`src/rtl/xpt_ctl_pkg.sv`:
```
// Constants and types shared by the crosspoint programming controller.
// Functional notes
// - Preprogram: select low, write low, others high
// - Readback: select low, readback low, others high
// - Global update: select low, update low only
// - Transparent write: select, write, update all low
// - Controller never sends reserved address or input
package xpt_ctl_pkg;
	// Widths of the device buses
	localparam int ADDR_W = 5;
	localparam int SEL_W  = 6;
	localparam int DATA_W = 7;
	// Output enable position in the data word
	localparam int OE_BIT = 6;
	// Highest legal output and input numbers, and the broadcast address
	localparam logic [4:0] OUT_MAX   = 5'h10;
	localparam logic [4:0] BCAST_ADR = 5'h11;
	localparam logic [5:0] IN_MAX    = 6'h20;
	// Timing: strobe width, data setup and readback settle, in ns
	localparam int T_STROBE_NS = 15;
	localparam int T_SETUP_NS  = 15;
	localparam int T_READ_NS   = 40;
	localparam int CLK_NS      = 50;
	// Least times round up to whole cycles, never below one
	localparam int STROBE_CYC = ((T_STROBE_NS + CLK_NS - 1) / CLK_NS) < 1 ? 1 : ((T_STROBE_NS + CLK_NS - 1) / CLK_NS);
	localparam int SETUP_CYC  = ((T_SETUP_NS + CLK_NS - 1) / CLK_NS) < 1 ? 1 : ((T_SETUP_NS + CLK_NS - 1) / CLK_NS);
	localparam int READ_CYC   = ((T_READ_NS + CLK_NS - 1) / CLK_NS) < 1 ? 1 : ((T_READ_NS + CLK_NS - 1) / CLK_NS);
	localparam int CNT_W      = 4;
	// Software register word addresses
	localparam logic [3:0] REG_CMD    = 4'h0;
	localparam logic [3:0] REG_STATUS = 4'h1;
	localparam logic [3:0] REG_RDATA  = 4'h2;
	localparam logic [3:0] REG_RESET  = 4'h3;
	// Command register fields
	localparam int CMD_DATA_LSB = 0;
	localparam int CMD_ADDR_LSB = 8;
	localparam int CMD_OP_LSB   = 16;
	localparam int OP_W         = 2;
	// Status bits
	localparam int ST_BUSY  = 0;
	localparam int ST_ERR   = 1;
	localparam int ST_RESET = 2;
	// Reset value of the data read port
	localparam logic [31:0] ZERO_WORD = 32'h0000_0000;
	// Operation codes written by software
	typedef enum logic [1:0] {
		OP_PREPROG = 2'h0,
		OP_READ    = 2'h1,
		OP_UPDATE  = 2'h2,
		OP_TRANSP  = 2'h3
	} op_t;
	// Strobe pattern of one command: write, readback, update (all active low)
	typedef struct packed {
		logic we_n;
		logic re_n;
		logic upd_n;
	} strobe_t;
	// Decode an operation into its active strobe pattern
	function automatic strobe_t op_strobes(input op_t op);
		strobe_t s;
		s = '{we_n: 1'b1, re_n: 1'b1, upd_n: 1'b1};
		case (op)
			OP_PREPROG: s.we_n  = 1'b0;
			OP_READ:    s.re_n  = 1'b0;
			OP_UPDATE:  s.upd_n = 1'b0;
			OP_TRANSP: begin
				s.we_n  = 1'b0;
				s.upd_n = 1'b0;
			end
			default:    s = '{we_n: 1'b1, re_n: 1'b1, upd_n: 1'b1};
		endcase
		return s;
	endfunction
endpackage

```
`src/rtl/xpt_cmd_check.sv`:
```
// Legality check of one command before it reaches the pins.
`timescale 1ns/10ps
module xpt_cmd_check
	import xpt_ctl_pkg::*;
(
	input  wire logic [1:0]        i_op,
	input  wire logic [ADDR_W-1:0] i_addr,
	input  wire logic [SEL_W-1:0]  i_sel,
	output logic                   o_bad
);
	// Reserved codes are refused; broadcast readback is refused too
	always_comb begin
		o_bad = 1'b0;
		if (i_addr > BCAST_ADR) begin
			o_bad = 1'b1;
		end
		// input numbers 0 to 32
		// Input select only matters for commands that carry data
		if ((i_op != OP_UPDATE) && (i_op != OP_READ) && (i_sel > IN_MAX)) begin
			o_bad = 1'b1;
		end
		if ((i_op == OP_READ) && (i_addr == BCAST_ADR)) begin
			o_bad = 1'b1;
		end
	end
endmodule

```
`src/rtl/xpt_ctl.sv`:
```
// Host controller that programs the crosspoint through its parallel pins.
`timescale 1ns/10ps
module xpt_ctl
	import xpt_ctl_pkg::*;
(
	input  wire logic               i_mclk,
	input  wire logic               i_rst_n,
	// Software register port
	input  wire logic [3:0]         i_addr,
	input  wire logic [31:0]        i_wdata,
	input  wire logic               i_wr,
	input  wire logic               i_rd,
	output logic      [31:0]        o_rdata,
	// Device control pins
	output logic                    o_reset_n,
	output logic                    o_cs_n,
	output logic                    o_write_n,
	output logic                    o_readback_enable_n,
	output logic                    o_update_n,
	output logic      [ADDR_W-1:0]  o_out_sel,
	// Device data bus, three signals
	input  wire logic [DATA_W-1:0]  i_data,
	output logic      [DATA_W-1:0]  o_data,
	output logic                    o_data_oe
);
	// Sequencer states
	typedef enum logic [2:0] {
		ST_IDLE,
		ST_SETUP,
		ST_PULSE,
		ST_HOLD,
		ST_RDWAIT
	} state_t;

	state_t              state_reg;        // Current sequencer state
	logic [CNT_W-1:0]    cnt_reg;          // Phase cycle counter
	op_t                 op_reg;           // Operation in flight
	logic [6:0]          rdata_reg;        // Last readback word
	logic                err_reg;          // Sticky refused-command flag
	logic                bad;              // Command legality result
	logic                cmd_wr;           // Software writes a command
	op_t                 cmd_op;           // Operation field of write
	strobe_t             stb;              // Strobes for op in flight

	assign cmd_wr = i_wr && (i_addr == REG_CMD) && (state_reg == ST_IDLE);
	assign cmd_op = op_t'(i_wdata[CMD_OP_LSB +: OP_W]);
	assign stb    = op_strobes(op_reg);

	// Legality check of a new command
	xpt_cmd_check u_check (
		.i_op   (cmd_op),
		.i_addr (i_wdata[CMD_ADDR_LSB +: ADDR_W]),
		.i_sel  (i_wdata[CMD_DATA_LSB +: SEL_W]),
		.o_bad  (bad)
	);

	// Device reset pin, held low from our reset until software releases it
	always_ff @(posedge i_mclk) begin
		if (!i_rst_n) begin
			o_reset_n <= 1'b0;
		end else if (i_wr && (i_addr == REG_RESET)) begin
			o_reset_n <= i_wdata[0];
		end
	end

	// Sequencer: setup, strobe low, strobe high with data held, idle
	always_ff @(posedge i_mclk) begin
		if (!i_rst_n) begin
			state_reg <= ST_IDLE;
			cnt_reg   <= '0;
		end else begin
			case (state_reg)
				ST_IDLE: begin
					// Refused commands never leave idle
					if (cmd_wr && !bad) begin
						state_reg <= ST_SETUP;
						cnt_reg   <= CNT_W'(SETUP_CYC - 1);
					end
				end
				ST_SETUP: begin
					if (cnt_reg == '0) begin
						state_reg <= ST_PULSE;
						cnt_reg   <= CNT_W'((op_reg == OP_READ) ? READ_CYC - 1 : STROBE_CYC - 1);
					end else begin
						cnt_reg <= cnt_reg - 1'b1;
					end
				end
				ST_PULSE: begin
					if (cnt_reg == '0) begin
						state_reg <= (op_reg == OP_READ) ? ST_RDWAIT : ST_HOLD;
					end else begin
						cnt_reg <= cnt_reg - 1'b1;
					end
				end
				ST_RDWAIT: state_reg <= ST_HOLD;
				ST_HOLD:   state_reg <= ST_IDLE;
				default:   state_reg <= ST_IDLE;
			endcase
		end
	end

	// Latch the command fields at acceptance
	always_ff @(posedge i_mclk) begin
		if (!i_rst_n) begin
			op_reg    <= OP_PREPROG;
			o_out_sel <= '0;
			o_data    <= '0;
		end else if (cmd_wr && !bad) begin
			op_reg <= cmd_op;
			o_out_sel <= i_wdata[CMD_ADDR_LSB +: ADDR_W];
			o_data <= i_wdata[CMD_DATA_LSB +: DATA_W];
		end
	end

	// Pins: chip select spans setup to hold, write and update strobes only in pulse, readback strobe through pulse and rdwait
	always_ff @(posedge i_mclk) begin
		if (!i_rst_n) begin
			o_cs_n              <= 1'b1;
			o_write_n           <= 1'b1;
			o_readback_enable_n <= 1'b1;
			o_update_n          <= 1'b1;
			o_data_oe           <= 1'b0;
		end else begin
			o_cs_n <= !((state_reg == ST_IDLE && cmd_wr && !bad) ||
			            (state_reg == ST_SETUP) || (state_reg == ST_PULSE) ||
			            (state_reg == ST_RDWAIT));
			o_write_n  <= !((state_reg == ST_SETUP && cnt_reg == '0) ||
			               (state_reg == ST_PULSE && cnt_reg != '0)) || stb.we_n;
			o_update_n <= !((state_reg == ST_SETUP && cnt_reg == '0) ||
			               (state_reg == ST_PULSE && cnt_reg != '0)) || stb.upd_n;
			o_readback_enable_n <= !((state_reg == ST_SETUP && cnt_reg == '0) ||
			                        (state_reg == ST_PULSE)) || stb.re_n;
			o_data_oe <= ((state_reg == ST_IDLE && cmd_wr && !bad && cmd_op != OP_READ && cmd_op != OP_UPDATE) ||
			              (state_reg != ST_IDLE && state_reg != ST_HOLD && op_reg != OP_READ
			               && op_reg != OP_UPDATE));
		end
	end

	// Readback capture while the device drives the bus
	always_ff @(posedge i_mclk) begin
		if (!i_rst_n) begin
			rdata_reg <= '0;
		end else if (state_reg == ST_RDWAIT) begin
			rdata_reg <= i_data;
		end
	end

	// Sticky refusal flag; a new refusal wins over the clear
	always_ff @(posedge i_mclk) begin
		if (!i_rst_n) begin
			err_reg <= 1'b0;
		end else if (i_wr && (i_addr == REG_CMD) && (bad || state_reg != ST_IDLE)) begin
			err_reg <= 1'b1;
		end else if (i_wr && (i_addr == REG_STATUS) && i_wdata[ST_ERR]) begin
			err_reg <= 1'b0;
		end
	end

	// Read port, data one cycle after the strobe
	always_ff @(posedge i_mclk) begin
		if (!i_rst_n) begin
			o_rdata <= ZERO_WORD;
		end else if (i_rd) begin
			case (i_addr)
				REG_STATUS: o_rdata <= {29'h0000_0000, !o_reset_n, err_reg, state_reg != ST_IDLE};
				REG_RDATA:  o_rdata <= {25'h000_0000, rdata_reg};
				REG_RESET:  o_rdata <= {31'h0000_0000, o_reset_n};
				REG_CMD:    o_rdata <= {14'h0000, 2'(op_reg), 3'h0, o_out_sel, 1'b0, o_data};
				default:    o_rdata <= ZERO_WORD;
			endcase
		end else begin
			o_rdata <= ZERO_WORD;
		end
	end
endmodule

```
`config.mk`:
```
export PLATFORM = sky130hd
export DESIGN_NAME = xpt_ctl
export DESIGN_NICKNAME = d
export VERILOG_FILES = /design/src/rtl/xpt_ctl_pkg.sv /design/src/rtl/xpt_cmd_check.sv /design/src/rtl/xpt_ctl.sv
export SDC_FILE = /design/constraint.sdc
export NUM_CORES = 1
export LEC_CHECK = 0
export ABC_AREA = 1
export BUFFER_PORTS_ARGS = -buffer_cell sky130_fd_sc_hd__buf_2
export CAP_MARGIN = 25
export CORE_MARGIN = 2
export CORE_UTILIZATION = 30
export DETAILED_ROUTE_END_ITERATION = 10
export PLACE_DENSITY = 0.62
export SLEW_MARGIN = 20
export SYNTH_ARGS = -nofsm -noshare
export SYNTH_HDL_FRONTEND = slang
export SYNTH_SLANG_ARGS = --single-unit
```
`constraint.sdc`:
```
create_clock -name i_mclk -period 1.6 [get_ports i_mclk]
set_input_delay 0 -clock i_mclk [delete_from_list [all_inputs] [get_ports i_mclk]]
set_output_delay 0 -clock i_mclk [all_outputs]
set_load 0.03 [all_outputs]
```
==> metrics.md <==
| Metric | Value |
|---|---|
| N_diodes | `0` |
| Vias | `1,978` |
| # rows | `31` |
| Crit path kind | `flop to flop` |
| Post-route minimum period | `1.42 ns` |
| Syn Area/Cell | `7.92 µm²` |
| Post-DRT Antenna Nets | `0` |
| Post-synth EDFFs | `0` |
| Total GRT Usage | `12.1%` |
| Initial DRC Count | `89` |
| DRC violations left | `0` |
| Synth cell types | `31` |
| IO Pins | `between 90 and 100` |
| Dpl cell area | `2590 µm²` |
| Largest net degree at the start of global routing | `33` |
| Leak pwr | `0.00128 µW` |
| First-pass GRT wire length | `about 8.1 mm` |
| Sink Count | `49` |
| Global route total overflow | `0` |
| Cell count after synthesis | `287` |
| DRT Pass-1 Iters | `5` |
| Synthesized cell area | `2270 µm²` |
| CTS tree | `built` |
| Clk_lat worst skew | `0.30 ns` |
| Fraction of layout cells with a size suffix above 1 | `25.1%` |
| Synth-to-Final Area Change | `23.4%` |
| Initial antenna violation count | `0` |
| Sequential cell area fraction in the yosys report | `43.2%` |
| Skew final | `0.00270 ns` |
| Die area | `8290 µm²` |
| Root buffer cell | `clkbuf_8` |
| Vias in the first global route | `1,774` |
| Worst IR Drop VDD | `369 µV` |
| Hold Crit Class | `input pin to flop` |
| Fillers | `781` |
| Async SR Flop Fraction | `0%` |
| Crit start category | `flop` |
| Most frequent cells in the layout | `60 x buf_2, 49 x dfxtp_1, 42 x inv_1, 31 x nand2_1, 30 x a21oi_1` |
| CTS H-tree lvls | `2` |
| Cts bufs inserted | `5` |
| Status | `finished, final reports clean` |
| Die height | `91.0 µm` |
| Postcts setup bufs | `0` |
| Critical Path Fanout Max | `19` |
| CP required | `1.79 ns` |
| Max Slew Vio Count | `0` |
| Crit end category | `flop` |
| Total wire length | `5.06 mm` |
| Drt wl/cell | `between 10 and 15 µm` |
| Final hold vios | `0` |
| Fmax | `between 700 and 800 MHz` |
| Unrepaired setup endpoints after global routing | `no` |
| Yosys warning total | `0` |
| I/O Buffers | `60` |
| Max-cap violations | `0` |
| Total Neg Setup Slack | `0 ns` |
| Ys flop type | `dfxtp_1` |
| HPWL Detailed | `3.78 mm` |
| Tcrit/Tclk final | `88.7%` |
| CTS max path bufs | `2` |
| CTS clk-pin slew, worst paths | `0.08 ns` |
| Power Density | `~1300 nW/µm²` |
| Final nets | `just over 400` |
| Number of vias per cell | `4.33` |
| Max reg flops | `14` |
| Yosys reg bits | `49` |
| GP Congestion | `0.830` |
| Most common cell after layout, fill and taps aside | `buf_2` |
| Final setup viols | `0` |
| Cell area after layout | `2800 µm²` |
| Crit path DAT | `approximately 1.6 ns` |
| Core Region | `7290 µm²` |
| DIE WIDTH | `91.0 µm` |
| Initial core utilization | `31.2%` |
through the flow:
| stage | util [%] | setup slack [ns] | total power [µW] | instances | hold slack [ns] |
|---|---|---|---|---|---|
| 6_report | 38.5 | 0.181 | 3540 | 457 | 0.00730 |
| 5_1_grt | 38.5 | 0.0255 | 3790 | 457 | 0.0104 |
| 4_1_cts | 38.5 | 0.158 | 3580 | 457 | 0.00194 |
| 3_5_place_dp | 35.5 | 0.171 | 2700 | 439 | 0.291 |
| 3_3_place_gp | 35.5 | 0.209 | 2670 | 439 | 0.280 |
| 2_1_floorplan | - | 0.378 | 2510 | 304 | 0.138 |
worst max-delay path, cell delays in order (launching register included):
cell,delay [ns]
dfxtp_1,0.32
inv_1,0.11
nand2_2,0.10
nor2_4,0.15
nand4_4,0.16
buf_4,0.23
o21ai_0,0.19
a21oi_1,0.06
synth_stat cells (2+ instances only):
| cell | count | area share [%] |
|---|---|---|
| o22ai_1 | 5 | 1.4 |
| a21oi_1 | 30 | 6.6 |
| nand2_1 | 31 | 5.1 |
| nor3_1 | 10 | 2.2 |
| o221ai_1 | 2 | 0.77 |
| nand3_2 | 2 | 0.88 |
| nand3_1 | 10 | 2.2 |
| nand4_1 | 3 | 0.83 |
| ha_1 | 7 | 3.9 |
| nor2_4 | 4 | 2.0 |
| xor2_1 | 2 | 0.77 |
| o21ai_0 | 24 | 5.3 |
| o21ai_2 | 2 | 0.77 |
| nand2_2 | 3 | 0.83 |
| buf_6 | 3 | 1.5 |
| inv_1 | 42 | 6.9 |
| nor2_1 | 20 | 3.3 |
| nor2_2 | 2 | 0.55 |
| inv_2 | 3 | 0.50 |
| dfxtp_1 | 49 | 43 |
| clkbuf_1 | 5 | 0.83 |
| buf_4 | 19 | 6.3 |
metal layers:
metal | up-vias | global-route usage [%] | routed length (µm) | share of wire [%]
li1 | 1030 | - | - | -
met1 | 870 | 15.1 | 2350 | 46
met2 | 74 | 19.4 | 2270 | 45
met3 | 4 | 4.07 | 395 | 7.8
met4 | 0 | 4.67 | 42 | 0.83
met5 | - | 0 | 0 | 0
report_power, final:
group	switching, µW	total (µW)	internal, µW	leakage, µW
clock	391	846	455	0.0000540
sequential	65.9	1400	1330	0.000396
combinational	844	1300	454	0.000828
total	1300	3540	2240	0.00128
area by class of cell:
class	instances	area (µm²)	share of cell area, %
clock buffers	5	68.8	2.45
repair buffers	75	440	15.7
clock inverters	2	35.0	1.25
multi-input cells	182	986	35.2
well taps	99	124	4.42
flip-flops and latches	49	981	35.0
inverters	45	169	6.02
what timing repair did:
action	4_1_cts	5_1_grt
endpoints found under the hold margin	11	0
gates resized for setup	0	0
hold buffers	11	0
final timing paths:
check	depth (start not counted)	startpoint	end	slack (ns)
setup / recovery	7	state_reg[0]	op_reg[0]	0.18
hold / removal	3	i_data[0]	rdata_reg[0]	0.007
setup reg to reg	7	state_reg[0]	op_reg[0]	0.18
hold reg to reg	2	o_out_sel[2]	o_rdata[10]	0.46
cell families after synthesis:
family,count (synthesis),synth area share [%]
xor gates and xnor gates,2,0.771
buffers and inverters,73,16.2
DFF,49,43.2
AOI/OAI and AO/OA,67,16.1
and+or+nand+nor,88,19.7
adders and majority gates,7,3.85
other,1,0.165
No activity file was read; power rests on OpenSTA's default activity.
